--- config.mk ---
export PLATFORM = sky130hd
export DESIGN_NAME = esb_exec_state
export DESIGN_NICKNAME = d
export VERILOG_FILES = /design/src/esb_pkg.sv /design/src/esb_field_pack.sv /design/src/esb_block_step.sv /design/src/esb_exec_state.sv
export SDC_FILE = /design/constraint.sdc
export NUM_CORES = 1
export LEC_CHECK = 0
export BUFFER_PORTS_ARGS = -buffer_cell sky130_fd_sc_hd__buf_2
export CAP_MARGIN = 20
export CORE_AREA = 5 5 84 86
export CTS_CLUSTER_DIAMETER = 150
export DETAILED_ROUTE_END_ITERATION = 10
export DIE_AREA = 0 0 89 91
export PLACE_DENSITY = 0.7
export REMOVE_ABC_BUFFERS = 1
export SETUP_SLACK_MARGIN = 0.5
export SYNTH_ARGS = -nofsm -noshare
export SYNTH_HDL_FRONTEND = slang
export SYNTH_SLANG_ARGS = --single-unit
--- constraint.sdc ---
create_clock -name sys_clk -period 1.6 [get_ports sys_clk]
set_input_delay 0.08 -clock sys_clk [delete_from_list [all_inputs] [get_ports sys_clk]]
set_output_delay 0.08 -clock sys_clk [all_outputs]
set_load 0.1 [all_outputs]
--- src/esb_pkg.sv ---
// Package: field layout, reset values, commands and state types of the execution-state bits
package esb_pkg;
    localparam int PSW_W = 32;
    localparam int UPPER_HI = 26;
    localparam int UPPER_LO = 25;
    localparam int STATE_BIT = 24;
    localparam int RSVD_HI_HI = 23;
    localparam int RSVD_HI_LO = 16;
    localparam int LOWER_HI = 15;
    localparam int LOWER_LO = 10;
    localparam int RSVD_LO_HI = 9;
    localparam int RSVD_LO_LO = 6;
    localparam int MAX_BLOCK_LEN = 4;
    localparam logic STATE_BIT_RST = 1'h1;
    localparam logic [7:0] EXEC_FIELD_RST = 8'h00;
    localparam logic [31:0] EXEC_VIEW_MASK = 32'h0700_FC00;

    // Access views selected by a status-register read
    typedef enum logic [2:0] {
        VIEW_FULL = 3'h0,
        VIEW_EXEC = 3'h1,
        VIEW_EXEC_INT = 3'h2,
        VIEW_APP_EXEC = 3'h3,
        VIEW_INSTR = 3'h4
    } esb_view_e;

    typedef enum logic [2:0] {
        ST_IDLE = 3'b001,
        ST_RESUME = 3'b010,
        ST_BLOCK = 3'b100
    } esb_mode_e;

    // Events reported by the core pipeline; the event flags are one-cycle pulses, the other fields carry their data
    typedef struct packed {
        logic multi_interrupt;
        logic [3:0] next_reg_index;
        logic resume_done;
        logic block_start;
        logic [7:0] block_state;
        logic block_step;
        logic branch_update;
        logic [31:0] branch_target;
        logic exc_return;
        logic [31:0] stacked_status_word;
        logic vector_load;
        logic [31:0] vector_value;
    } esb_event_s;

    typedef struct packed {
        logic exec_attempt;
        logic instr_write;
        logic [31:0] instr_wdata;
        logic read_req;
        esb_view_e read_view;
    } esb_access_s;
endpackage

--- src/esb_field_pack.sv ---
// Packs the stored execution state into the status-word image
module esb_field_pack (
    // Stored state
    input wire logic [7:0] exec_field,
    input wire logic state_bit,
    // Image
    output logic [31:0] image
);
    always_comb begin
        image = '0;
        image[esb_pkg::UPPER_HI:esb_pkg::UPPER_LO] = exec_field[7:6];
        image[esb_pkg::STATE_BIT] = state_bit;
        image[esb_pkg::LOWER_HI:esb_pkg::LOWER_LO] = exec_field[5:0];
    end
endmodule

--- src/esb_block_step.sv ---
// Advances the conditional-block state by one covered instruction
module esb_block_step (
    // Current state
    input wire logic [7:0] cur,
    // Next state and block end
    output logic [7:0] nxt,
    output logic last
);
    always_comb begin
        // Low mask nibble shifts up; the block ends once it is empty
        nxt = {cur[7:5], cur[4:0] << 1};
        last = (cur[3:0] == 4'h8) || (cur[3:0] == 4'h0);
        if (last) begin
            nxt = 8'h00;
        end
    end
endmodule

--- src/esb_exec_state.sv ---
// Execution-state bits of the program status word
// Contract
// - Continuation/conditional state is held in read-only fields 26:25 and 15:10.
// - Continuation state forces the upper split field to zero.
// - Continuation state forces the two lowest bits of the lower field zero.
// - Interrupted multi-register transfer records next register index in bits 15:12; in ST_BLOCK the code ignores multi_interrupt.
// - After servicing, transfer resumes from the register indexed by bits 15:12.
// - Conditional block covers at most four instructions after a 16-bit start.
// - Read-only instruction-set state bit 24 resets to one.
// - Branch-exchange, branch-link-exchange and stack load to pc update the state bit.
// - Exception return restores the state bit from the stacked status word.
// - Exception entry and reset load the state bit from vector bit 0; reset here sets it to one, only vector_load takes bit 0.
// - Execution with the state bit clear raises a fault instead.
// - Bits 23:16 and 9:6 are reserved, read-only, zero.
// - Execution bits are meaningful only in full or execution-state views.
// - Instruction reads of execution bits return zero; instruction writes are ignored.
// - Execution-state view maps bits 26:24 and 15:10.
module esb_exec_state (
    // Clock and reset
    input wire logic sys_clk,
    input wire logic reset_n,
    // Core events and accesses
    input esb_pkg::esb_event_s evt,
    input esb_pkg::esb_access_s acc,
    // Status outputs
    output logic [31:0] program_status_word,
    output logic [31:0] read_data,
    output logic [3:0] resume_index,
    output logic resume_valid,
    output logic block_active,
    output logic state_fault
);
    typedef struct packed {
        esb_pkg::esb_mode_e mode;
        logic [7:0] exec_field;
        logic state_bit;
        logic [31:0] psw;
        logic [31:0] rdata;
        logic [3:0] resume_idx;
        logic resume_vld;
        logic blk_act;
        logic fault;
    } esb_state_s;

    esb_state_s state_ff;
    esb_state_s nxt_state;
    logic [7:0] step_nxt;
    logic step_last;
    logic [31:0] image;

    esb_block_step u_step (
        .cur(state_ff.exec_field),
        .nxt(step_nxt),
        .last(step_last)
    );

    esb_field_pack u_pack (
        .exec_field(nxt_state.exec_field),
        .state_bit(nxt_state.state_bit),
        .image(image)
    );

    always_comb begin
        nxt_state = state_ff;
        nxt_state.fault = 1'b0;
        case (state_ff.mode)
            esb_pkg::ST_IDLE: begin
                if (evt.multi_interrupt) begin
                    nxt_state.exec_field = {2'h0, evt.next_reg_index, 2'h0};
                    nxt_state.mode = esb_pkg::ST_RESUME;
                end else if (evt.block_start) begin
                    nxt_state.exec_field = evt.block_state;
                    nxt_state.mode = esb_pkg::ST_BLOCK;
                end
            end
            esb_pkg::ST_RESUME: begin
                if (evt.resume_done) begin
                    nxt_state.exec_field = esb_pkg::EXEC_FIELD_RST;
                    nxt_state.mode = esb_pkg::ST_IDLE;
                end else if (evt.multi_interrupt) begin
                    nxt_state.exec_field = {2'h0, evt.next_reg_index, 2'h0};
                end
            end
            esb_pkg::ST_BLOCK: begin
                if (evt.block_step) begin
                    nxt_state.exec_field = step_nxt;
                    if (step_last) begin
                        nxt_state.mode = esb_pkg::ST_IDLE;
                    end
                end
            end
            default: begin
                nxt_state.mode = esb_pkg::ST_IDLE;
                nxt_state.exec_field = esb_pkg::EXEC_FIELD_RST;
            end
        endcase
        if (evt.vector_load) begin
            nxt_state.state_bit = evt.vector_value[0];
        end else if (evt.exc_return) begin
            nxt_state.state_bit = evt.stacked_status_word[esb_pkg::STATE_BIT];
        end else if (evt.branch_update) begin
            nxt_state.state_bit = evt.branch_target[0];
        end
        if (acc.exec_attempt && !state_ff.state_bit) begin
            nxt_state.fault = 1'b1;
        end
        nxt_state.resume_idx = nxt_state.exec_field[5:2];
        nxt_state.resume_vld = (nxt_state.mode == esb_pkg::ST_RESUME);
        nxt_state.blk_act = (nxt_state.mode == esb_pkg::ST_BLOCK);
        nxt_state.psw = image;
        // Writes by instruction have no path into this state
        // instruction writes ignored
        if (acc.read_req) begin
            case (acc.read_view)
                esb_pkg::VIEW_FULL, esb_pkg::VIEW_EXEC: begin
                    nxt_state.rdata = state_ff.psw & esb_pkg::EXEC_VIEW_MASK;
                end
                default: begin
                    nxt_state.rdata = '0;
                end
            endcase
        end
    end

    always_ff @(posedge sys_clk or negedge reset_n) begin
        if (!reset_n) begin
            state_ff.mode <= esb_pkg::ST_IDLE;
            state_ff.exec_field <= esb_pkg::EXEC_FIELD_RST;
            state_ff.state_bit <= esb_pkg::STATE_BIT_RST;
            state_ff.psw <= 32'h0100_0000;
            state_ff.rdata <= 32'h0000_0000;
            state_ff.resume_idx <= 4'h0;
            state_ff.resume_vld <= 1'b0;
            state_ff.blk_act <= 1'b0;
            state_ff.fault <= 1'b0;
        end else begin
            state_ff <= nxt_state;
        end
    end

    assign program_status_word = state_ff.psw;
    assign read_data = state_ff.rdata;
    assign resume_index = state_ff.resume_idx;
    assign resume_valid = state_ff.resume_vld;
    assign block_active = state_ff.blk_act;
    assign state_fault = state_ff.fault;
endmodule

==> reports/summary.txt, run 1 <==
outcome - finished, final reports clean
global-route wire length before repair - 5900 um
DRC Markers - 0
RSZ-0062 raised after global routing - yes
GRT Total Usage - 9.38%
actual slew at the worst max-slew pin - 0.574 ns
worst r2r src - state_ff[80]
Slowest-stage cell, CP - dfstp_2
flop2flop setup slack - 0.22 ns
Initial Util - 26.8%
Critical Path Source - state_ff[80]
final WL - 3750 um
vias in the first global route - 1219
post-route clock period utilization - 86.3%
CP Class - flop to flop
Hold Path Class - input port to flop
clock sink count - 24
Seq cells post-synth - 24
Slew headroom - 61.7%
VDD IR max - 1.08 mV
grt met1 use - 12.0%
clk buf depth - 2
CP Max Fanout - 5
Setup-failing EPs final - 0
Max Cap Viol - 0
fin area - 0.00197 sq mm
pre-CTS WS - 0.0912 ns
worst setup margin - 0.219 ns
clock slew at reported path FFs - 0.09 ns
routing usage on met2 - 15.5%
gate count of the mapped netlist - 179
share of cells above drive strength 1 - 37.6%
DP Area - 0.00169 sq mm
Die Width - 89 um
Port Buf Inserts - 52
asr flop ratio synth - 100%
P_leak - 1.02 nW
Synthesis Warnings - 0
Mapped Area - 0.00166 sq mm
nets@finish - 374
DIE AREA - 0.00810 sq mm
H-tree levels - 1
Layout Utilization - 31.7%
final clock skew - 0.00675 ns
Num CTS Buffers - 3
Peak Freq - 724 MHz
root buffer cell - clkbuf_8
Netlist cell types - 27
Placer Congestion - 0.813
Crit path depth - 5
crit path launch type - flop
Power Density - 1880 mW/mm^2
initial detailed-routing violation count - 52
grt met3 use - 2.99%
cell family with most CP delay - flip-flops
crit-path cells - nor3b_4 -> o21ai_2 -> buf_4 -> inv_1 -> a221o_1
fill count - 656
core area - 0.00620 sq mm
ys flop type - dfrtp_1
CP Buf/Inv Count - 2
worst skew pair latency - 0.27 ns
largest net degree at the start of global routing - 25
Worst Reg-to-Reg Cells - 5
gr ovfl total - 0
vias per cell - 3.97
Pre-antenna DRT Iters - 3
Crit Reg-Reg Endpoint - resume_index[2]
minimum clock period - 1.38 ns
Post-synth EDFFs - 0
busiest grt layer - met2
Wirelength per Cell - 12.7 um
CTS tree - built
Critical Path RT - 1.75 ns
via count - 1172
sequential fraction of the synthesis area - 36.3%
Boundary Pins - 226
die height - 91 um
CP Capture Point - resume_index[2]
Rows - 29
register area - 608 sq um
antenna violations before repair - 0
Multi-input gate area - 687 sq um
Post-Syn Area per Cell - 9.29 sq um
P&R area growth vs syn - 18.2%
crit path capture type - flop
Antenna Cells - 0
Final Hold Fails - 0
Final ANT Viol Nets - 0
dpl hpwl - 2900 um
Critical Path AT - 1.54 ns
CP max stage delay - 0.61 ns
fin. max-slew vios - 0
-- routing by layer --
metal  wire length [um]  vias up  share of wire (%)
met2               1770       71                 47
met1               1540      550                 41
li1                   -      549                  -
met3                416        2                 11
met5                  0        -                  0
met4                 23        0               0.61
-- stage by stage --
stage	hold WS, ns	power [mW]	setup TNS [ns]	cells
after floorplan	-0.216	2.61	-6.38	153
after global placement	0.106	2.95	0	287
after detailed placement	0.110	2.98	0	287
after CTS	0.00975	3.60	0	295
after global routing	0.0233	3.85	0	295
final	0.0218	3.69	0	295
-- registers in the layout, indices dropped and copies added, names as in the netlist --
signal / flops
state_ff: 7
resume_valid: 1
read_data: 9
program_status_word: 2
block_active: 1
state_fault: 1
resume_index: 3
-- synthesized netlist by cell type, drive strengths merged (2+ instances only) --
master / count / area [sq um]
a221o: 3 / 30.0
a22o: 3 / 26.3
and3: 3 / 21.3
buf: 70 / 529
dfrtp: 22 / 551
dfstp: 2 / 52.6
inv: 11 / 43.8
mux2i: 8 / 80.1
nand2: 19 / 71.3
nor2: 4 / 15.0
nor2b: 3 / 18.8
nor3b: 5 / 52.6
o21ai: 15 / 75.1
o221ai: 2 / 17.5
or2b: 2 / 15.0
-- power breakdown --
group / leakage, nW / internal [mW] / switching, mW
Clock: 0.0288 / 0.220 / 0.202
Combinational: 0.680 / 0.560 / 1.78
Sequential: 0.313 / 0.749 / 0.177
Total: 1.02 / 1.53 / 2.16
-- layout by cell type (no fill, tap or decap) --
| cell | count |
|---|---|
| o2bb2ai_1 | 1 |
| nor2b_2 | 2 |
| nor3b_2 | 3 |
| or2b_1 | 2 |
| nor2_1 | 4 |
| inv_4 | 1 |
| dfrtp_1 | 18 |
| o41ai_4 | 1 |
| buf_8 | 1 |
| o21ai_1 | 1 |
| dfstp_2 | 2 |
| buf_2 | 27 |
| inv_1 | 10 |
| nor3b_4 | 2 |
| a21oi_1 | 1 |
| buf_12 | 4 |
| buf_4 | 21 |
| a21boi_1 | 1 |
| a22o_1 | 3 |
| nor2b_1 | 1 |
| a221o_1 | 3 |
| o21ai_0 | 13 |
| dfrtp_2 | 4 |
| dlygate4sd3_1 | 2 |
| and3_4 | 1 |
| mux2i_1 | 8 |
| o21ai_2 | 1 |
| conb_1 | 46 |
| nand2b_1 | 1 |
| nand2_1 | 19 |
| buf_6 | 6 |
| o221ai_1 | 2 |
| clkbuf_8 | 4 |
| and3_2 | 2 |
-- worst register-to-register path, stage by stage, from the launching register on --
cell and delay (ns):
dfstp_2 0.61, nor3b_4 0.07, o21ai_2 0.14, buf_4 0.14, inv_1 0.03, a221o_1 0.27
-- what timing repair did --
| action | CTS | global route |
|---|---|---|
| hold buffers | 2 | 0 |
| buffers inserted | 2 | 0 |
| gates resized for setup | 46 | 14 |
| pin swaps | 3 | 0 |
| endpoints found under the setup margin | 38 | 20 |
| endpoints found under the hold margin | 23 | 0 |
-- cell families (layout without fill, tap and decap cells) --
| group | Yosys count | in the layout | synth area share, % |
|---|---|---|---|
| other | 1 | 46 | 0.226 |
| buffers and inverters | 82 | 76 | 34.8 |
| and+or+nand+nor | 37 | 37 | 12.0 |
| DFF | 24 | 24 | 36.3 |
| AOI/OAI and AO/OA | 27 | 27 | 11.9 |
| muxes | 8 | 8 | 4.82 |
-- layout make-up --
class                           instances  share of cell area (%)
Multi-Input combinational cell        118                    34.9
Tap cell                               77                    4.90
Sequential cell                        24                    30.9
Timing Repair Buffer                   61                    24.2
Clock buffer                            4                    2.80
Inverter                               11                    2.23
-- how the worst min path moves through the flow --
| stage | end | from | cells past startpoint | slack [ns] |
|---|---|---|---|---|
| after floorplan | block_active | reset_n | 0 | -0.22 |
| after global placement | read_data[24] | reset_n | 1 | 0.11 |
| after detailed placement | read_data[24] | reset_n | 1 | 0.11 |
| after CTS | program_status_word[24] | evt[0] | 3 | 0.01 |
| after global routing | program_status_word[24] | evt[0] | 3 | 0.02 |
| final | program_status_word[24] | evt[0] | 3 | 0.02 |
(Power assumes the default switching activity.)
==> run 2: changes to the inputs <==
ABC_AREA = 1   (was unset)
CORE_AREA = 5 5 85 87   (was 5 5 84 86)
DIE_AREA = 0 0 90 92   (was 0 0 89 91)
PLACE_DENSITY = 0.75   (was 0.7)
==> run 2 against run 1 <==
  * Critical path depth rose by 1
  * Die area rose by 2.2%
  * Register-to-register slack improved by 0.15 ns
  * Sequential cell count did not move
  * Via count rose by 34%
  * Sequential power rose by 3.7%
  * Non-clock buffer count rose by 10
  * Global-route usage rose by 1.8 points
  * Synthesized area rose by 9.3%
  * Final area rose by 15%
  * Final cell count rose by 26%
  * Critical path type unchanged
  * Critical endpoint is now state_ff[77]
  * Largest power group unchanged
==> reports/summary.txt, run 2 <==
outcome - finished, final reports clean
Boundary Pins - 226 (unchanged)
CTS tree - built
Final ANT Viol Nets - 0 (unchanged)
Mapped Area - 0.00182 sq mm (+9.3%)
synth top area cells - dfrtp_1, buf_4, nand2_1
Synthesis Warnings - 0 (unchanged)
Rows - 29 (unchanged)
pre-CTS WS - 0.396 ns (+0.305 ns)
Post-synth EDFFs - 0 (unchanged)
count leader, synth - buf_4
Critical Path AT - 1.43 ns (-0.11 ns)
commonest non-fill, non-tap cells in the layout - nand2_1, conb_1, buf_2
top cell type's share of synthesized area - 30.3% (-2.8 points)
worst setup margin - 0.373 ns (+0.154 ns)
worst hold path depth - 3 (unchanged)
dpl hpwl - 3510 um (+21%)
Post-Route M1 WL - 2230 um (+45%)
H-tree levels - 1 (unchanged)
flop2flop setup slack - 0.37 ns (+0.15 ns)
Post-Syn Area per Cell - 7.36 sq um (-21%)
Layout Utilization - 36.1% (+4.4 points)
initial detailed-routing violation count - 70 (+35%)
Max Used Layer - met4
met2 routed WL - 2020 um (+14%)
antenna violations before repair - 0 (unchanged)
Seq cells post-synth - 24 (unchanged)
P&R area growth vs syn - 24.8%
Wirelength per Cell - 13.2 um (+3.5%)
VDD IR max - 1.40 mV (+30%)
Die Width - 90 um (+1.1%)
crit path launch type - flop
post-route clock period utilization - 76.7% (-9.6 points)
cell family with most CP delay - flip-flops
hold slack final - 0.0146 ns (-0.00728 ns)
P_leak - 1.24 nW (+21%)
cell mode on critical path - nand2_1
Power Total - 4.21 mW (+14%)
share of cells above drive strength 1 - 36.4% (-1.2 points)
actual slew at the worst max-slew pin - 0.555 ns (-0.0187 ns)
Worst Reg-to-Reg Cells - 6 (+1)
asr flop ratio synth - 100% (unchanged)
Netlist cell types - 18 (-33%)
max reg flops - 9 (unchanged)
Slew headroom - 63.0% (+1.2 points)
clock sink count - 24 (unchanged)
via count - 1565 (+34%)
Pre-antenna DRT Iters - 4 (+1)
Setup-failing EPs final - 0 (unchanged)
minimum clock period - 1.23 ns (-0.154 ns)
final clock skew - 0.00359 ns (-0.00316 ns)
fin. max-slew vios - 0 (unchanged)
fin area - 0.00227 sq mm (+15%)
hold path startpoint - evt[32]
total negative slack - 0 ns (unchanged)
DIE AREA - 0.00828 sq mm (+2.2%)
vias per cell - 4.22 (+6.2%)
gr ovfl total - 0 (unchanged)
root buffer cell - clkbuf_8
area leader, netlist - dfrtp_1
Max Cap Viol - 0 (unchanged)
clock slew at reported path FFs - 0.09 ns (about the same)
Slowest-stage cell, CP - dfstp_2
ys flop type - dfrtp_1
Final Hold Fails - 0 (unchanged)
CP max stage delay - 0.62 ns (about the same)
clk buf depth - 2 (unchanged)
most common cell after layout, fill and taps aside - nand2_1
die height - 92 um (+1.1%)
crit-path cells - nand3b_4 -> nor2_4 -> nand2_1 -> nand2_1 -> inv_1 -> nand2_1
Cells after DPL - 349 (+22%)
Placer Congestion - 0.784 (-3.6%)
final WL - 4880 um (+30%)
sequential fraction of the synthesis area - 33.2% (-3.1 points)
Peak Freq - 815 MHz (+13%)
Post-synth top cells - buf_4, nand2_1, inv_1
Port Buf Inserts - 52 (unchanged)
gate count of the mapped netlist - 247 (+38%)
Worst Hold End - program_status_word[24]
Antenna Cells - 0 (unchanged)
global-route wire length before repair - 7500 um (+27%)
Num CTS Buffers - 3 (unchanged)
worst skew pair latency - 0.27 ns (about the same)
Hold Path Class - input port to flop
largest net degree at the start of global routing - 25 (unchanged)
CP Class - flop to flop
CP Max Fanout - 6 (+1)
crit path capture type - flop
vias in the first global route - 1527 (+25%)
Crit Reg-Reg Endpoint - state_ff[77]
Non-Filler Instances - 371 (+26%)
GRT Total Usage - 11.2% (+1.8 points)
Initial Util - 28.9% (+2.1 points)
worst r2r src - state_ff[80]
Critical Path RT - 1.81 ns (+0.06 ns)
Power Density - 1860 mW/mm^2 (-1.1%)
met3 routed WL - 557 um (+34%)
RSZ-0062 raised after global routing - yes
nets@finish - 450 (+20%)
fill count - 655 (-0.15%)
CP Buf/Inv Count - 1 (-1)
DRC Markers - 0 (unchanged)
DP Area - 0.00181 sq mm (+7.1%)
core area - 0.00628 sq mm (+1.2%)
## run 2: worst min-delay path: stages
cell and delay (ns):
buf_2 0.10, nand2_1 0.06, nand2_1 0.05
## run 2: timing repair
item	in CTS	in global routing
endpoints found under the hold margin	24	0
cloned	0	0
resized for setup	55	24
pin swaps	8	4
buffers inserted	7	8
endpoints found under the setup margin	34	19
hold buffers	3	0
## run 2: cell type report
type	count	area [sq um]	share of cell area, %
Timing Repair Buffer	71	576	25.4
Tap cell	77	96.3	4.25
Inverter	28	108	4.75
Sequential cell	24	609	26.9
Clock buffer	4	55.1	2.43
Multi-Input combinational cell	167	823	36.3
## run 2: layer usage
metal / vias to the layer above / global-route usage (%)
met5: - / 0
met4: 0 / 3.10
met3: 6 / 4.50
met2: 86 / 16.3
met1: 720 / 15.3
li1: 753 / -
## run 2: power by group
part | total, mW | switching, mW | internal, mW
registers | 0.960 | 0.200 | 0.759
clock network | 0.418 | 0.198 | 0.220
logic | 2.83 | 2.10 | 0.732
total | 4.21 | 2.50 | 1.71
## run 2: logic make-up (layout without fill, tap and decap cells)
family / after synthesis / after routing / share of synthesized area [%]
AOI/OAI and AO/OA: 28 / 28 / 7.99
buffers and inverters: 101 / 103 / 35.4
DFF: 24 / 24 / 33.2
other: 1 / 46 / 0.206
and+or+nand+nor: 93 / 93 / 23.2
## run 2: worst max-delay path by stage
| stage | startpoint | endpoint | slack, ns | cells after the start |
|---|---|---|---|---|
| after global routing | state_ff[80] | state_ff[77] | 0.32 | 6 |
| final | state_ff[80] | state_ff[77] | 0.37 | 6 |
| after detailed placement | state_ff[80] | state_ff[77] | 0.40 | 7 |
| after floorplan | resume_index[0] | state_ff[77] | -0.65 | 6 |
| after CTS | program_status_word[24] | program_status_word[24] | 0.38 | 1 |
| after global placement | state_ff[80] | state_ff[77] | 0.41 | 7 |
==> run 3: changes to the inputs <==
CORE_AREA = unset   (was 5 5 85 87)
CORE_MARGIN = 5   (was unset)
CORE_UTILIZATION = 30   (was unset)
DIE_AREA = unset   (was 0 0 90 92)
PLACE_DENSITY = 0.81   (was 0.75)
clock period = 1 ns   (was 1.6 ns; I/O delays follow)
==> run 3 against run 2 <==
  * The flow now finishes with violations (negative hold slack, negative setup slack)
  * Count of clock-buffer cells in the layout shrank 1
  * Clock skew rose by 0.0042 ns
  * Global-route usage rose by 1.6 points
  * Wire length rose by 1.2%
  * Maximum frequency is 3.3% higher
  * Final cell count grew 1.3%
  * Final area rose by 15%
  * Setup slack worse by 0.56 ns
  * Largest power group unchanged
==> reports/summary.txt, run 3 (synthesis results as in run 2) <==
Die Width - 87.8 um (-2.4%)
gr ovfl total - 0 (unchanged)
nets@finish - 457 (+1.6%)
fill count - 591 (-9.8%)
worst setup margin - -0.187 ns (-0.560 ns)
Num CTS Buffers - 3 (unchanged)
vias per cell - 4.20 (-0.45%)
CP Class - flop to flop
Rows - 28 (-3.4%)
Initial Util - 30.7% (+1.7 points)
Final ANT Viol Nets - 0 (unchanged)
core area - 0.00592 sq mm (-5.7%)
vias in the first global route - 1682 (+10%)
Comb power frac - 69.4% (+2.1 points)
root buffer cell - clkbuf_8
clk buf depth - 2 (unchanged)
VDD IR max - 2.68 mV (+91%)
Pre-antenna DRT Iters - 4 (unchanged)
commonest non-fill, non-tap cells in the layout - nand2_1, conb_1, buf_2
share of cells above drive strength 1 - 39.2% (+2.8 points)
Cells after DPL - 357 (+2.3%)
Wirelength per Cell - 13.1 um (-0.12%)
Peak Freq - 842 MHz (+3.3%)
Setup-failing EPs final - 26 (+26)
Clk pwr share - 11.4% (+1.5 points)
Slew headroom - 62.3% (-0.71 points)
Non-Filler Instances - 376 (+1.3%)
post-route clock period utilization - 119% (+42 points)
CP Max Fanout - 6 (unchanged)
initial detailed-routing violation count - 60 (-14%)
pre-CTS WS - -0.169 ns (-0.565 ns)
antenna violations before repair - 0 (unchanged)
P_leak - 1.35 nW (+9.3%)
fin. max-slew vios - 0 (unchanged)
Power Density - 2870 mW/mm^2 (+54%)
switch share - 54.3% (-5.0 points)
hold slack final - -0.239 ns (-0.253 ns)
Boundary Pins - 226 (unchanged)
Critical Path AT - 1.40 ns (-0.03 ns)
global-route wire length before repair - 7750 um (+3.3%)
Max Cap Viol - 0 (unchanged)
via count - 1579 (+0.89%)
clock sink count - 24 (unchanged)
Antenna Cells - 0 (unchanged)
crit path capture type - flop
final WL - 4940 um (+1.2%)
die height - 87.8 um (-4.5%)
max reg flops - 9 (unchanged)
most common cell after layout, fill and taps aside - nand2_1
P&R area growth vs syn - 43.7%
actual slew at the worst max-slew pin - 0.566 ns (+0.0107 ns)
clock slew at reported path FFs - 0.09 ns (about the same)
flop2flop setup slack - -0.19 ns (-0.56 ns)
minimum clock period - 1.19 ns (-0.0396 ns)
P_sw - 4.07 mW (+63%)
dpl hpwl - 3630 um (+3.4%)
failing checks - negative hold slack, negative setup slack
RSZ-0062 raised after global routing - yes
final clock skew - 0.00776 ns (+0.00417 ns)
DRC Markers - 0 (unchanged)
Hold Path Class - input port to asynchronous set/reset pin
H-tree levels - 1 (unchanged)
CTS tree - built
worst skew pair latency - 0.27 ns (about the same)
GRT Total Usage - 12.8% (+1.6 points)
crit path launch type - flop
DIE AREA - 0.00771 sq mm (-6.9%)
Port Buf Inserts - 52 (unchanged)
outcome - complete, but fails checks
Critical Path RT - 1.22 ns (-0.59 ns)
P_int - 3.42 mW (+100%)
part of the power in registers - 19.2% (-3.6 points)
Final Hold Fails - 24 (+24)
Placer Congestion - 0.885 (+13%)
largest net degree at the start of global routing - 25 (unchanged)
run 3: changes by cell type in the layout (fill, tap and decap cells not counted), sizes merged:
cell / change
buf: +10
dlygate4sd3: -3
bufinv: +1
clkbuf: -1
run 3: what timing repair did:
action / in CTS / in global routing
setup endpoints to repair: 49 / 49
resized for setup: 42 / 16
buffers inserted: 7 / 8
hold endpoints to repair: 24 / 23
pin swaps: 4 / 2
run 3: worst paths after layout:
check	from	to	cells past startpoint
min in group sys_clk	evt[0]	program_status_word[24]	3
worst min register to register	read_data[11]	read_data[11]	2
worst min-delay path	reset_n	resume_index[0]	1
worst max-delay path	state_ff[80]	state_ff[77]	6
worst max register to register	state_ff[80]	state_ff[77]	6
max in group asynchronous	reset_n	program_status_word[26]	1
run 3: through the flow:
| stage | instance area, sq um | util (%) | power (mW) | TNS (ns) |
|---|---|---|---|---|
| finish | 2610 | 44.1 | 7.48 | -2.50 |
| global route | 2610 | 44.1 | 7.79 | -3.65 |
| CTS | 2510 | 42.3 | 7.27 | -2.23 |
| detailed placement | 2260 | 38.2 | 6.11 | -1.34 |
| global placement | 2260 | 38.2 | 6.08 | -0.874 |
| floorplan | 1450 | - | 4.29 | -20.92 |
run 3: critical path, stage by stage (launching register included):
cell and delay [ns]:
dfstp_2 0.60, nand3b_4 0.13, nor2_4 0.18, nand2_1 0.07, nand2_1 0.07, inv_1 0.03
nand2_1 0.04
run 3: metal layers:
layer / up-vias / track usage [%] / routed length, um
met5: - / 0 / 0
met4: 0 / 2.51 / 72
met3: 10 / 3.67 / 556
met2: 97 / 21.6 / 2330
met1: 705 / 16.4 / 1990
li1: 767 / - / -
run 3: power groups by stage:
| stage | Clock (mW) | Sequential [mW] | Combinational, mW |
|---|---|---|---|
| final | 0.852 | 1.44 | 5.20 |
| after global placement | 0 | 1.44 | 4.64 |
| after floorplan | 0 | 2.92 | 1.37 |
| after global routing | 0.908 | 1.46 | 5.42 |
| after detailed placement | 0 | 1.44 | 4.67 |
| after CTS | 0.867 | 1.43 | 4.98 |
run 3: cell type report:
class / count / area [sq um] / area share (%)
tap: 75 / 93.8 / 3.60
timing repair buffer: 78 / 898 / 34.4
multi-input combinational: 167 / 833 / 31.9
clock buffer: 3 / 41.3 / 1.58
clock inverter: 1 / 30.0 / 1.15
sequential: 24 / 606 / 23.2
inverter: 28 / 108 / 4.12
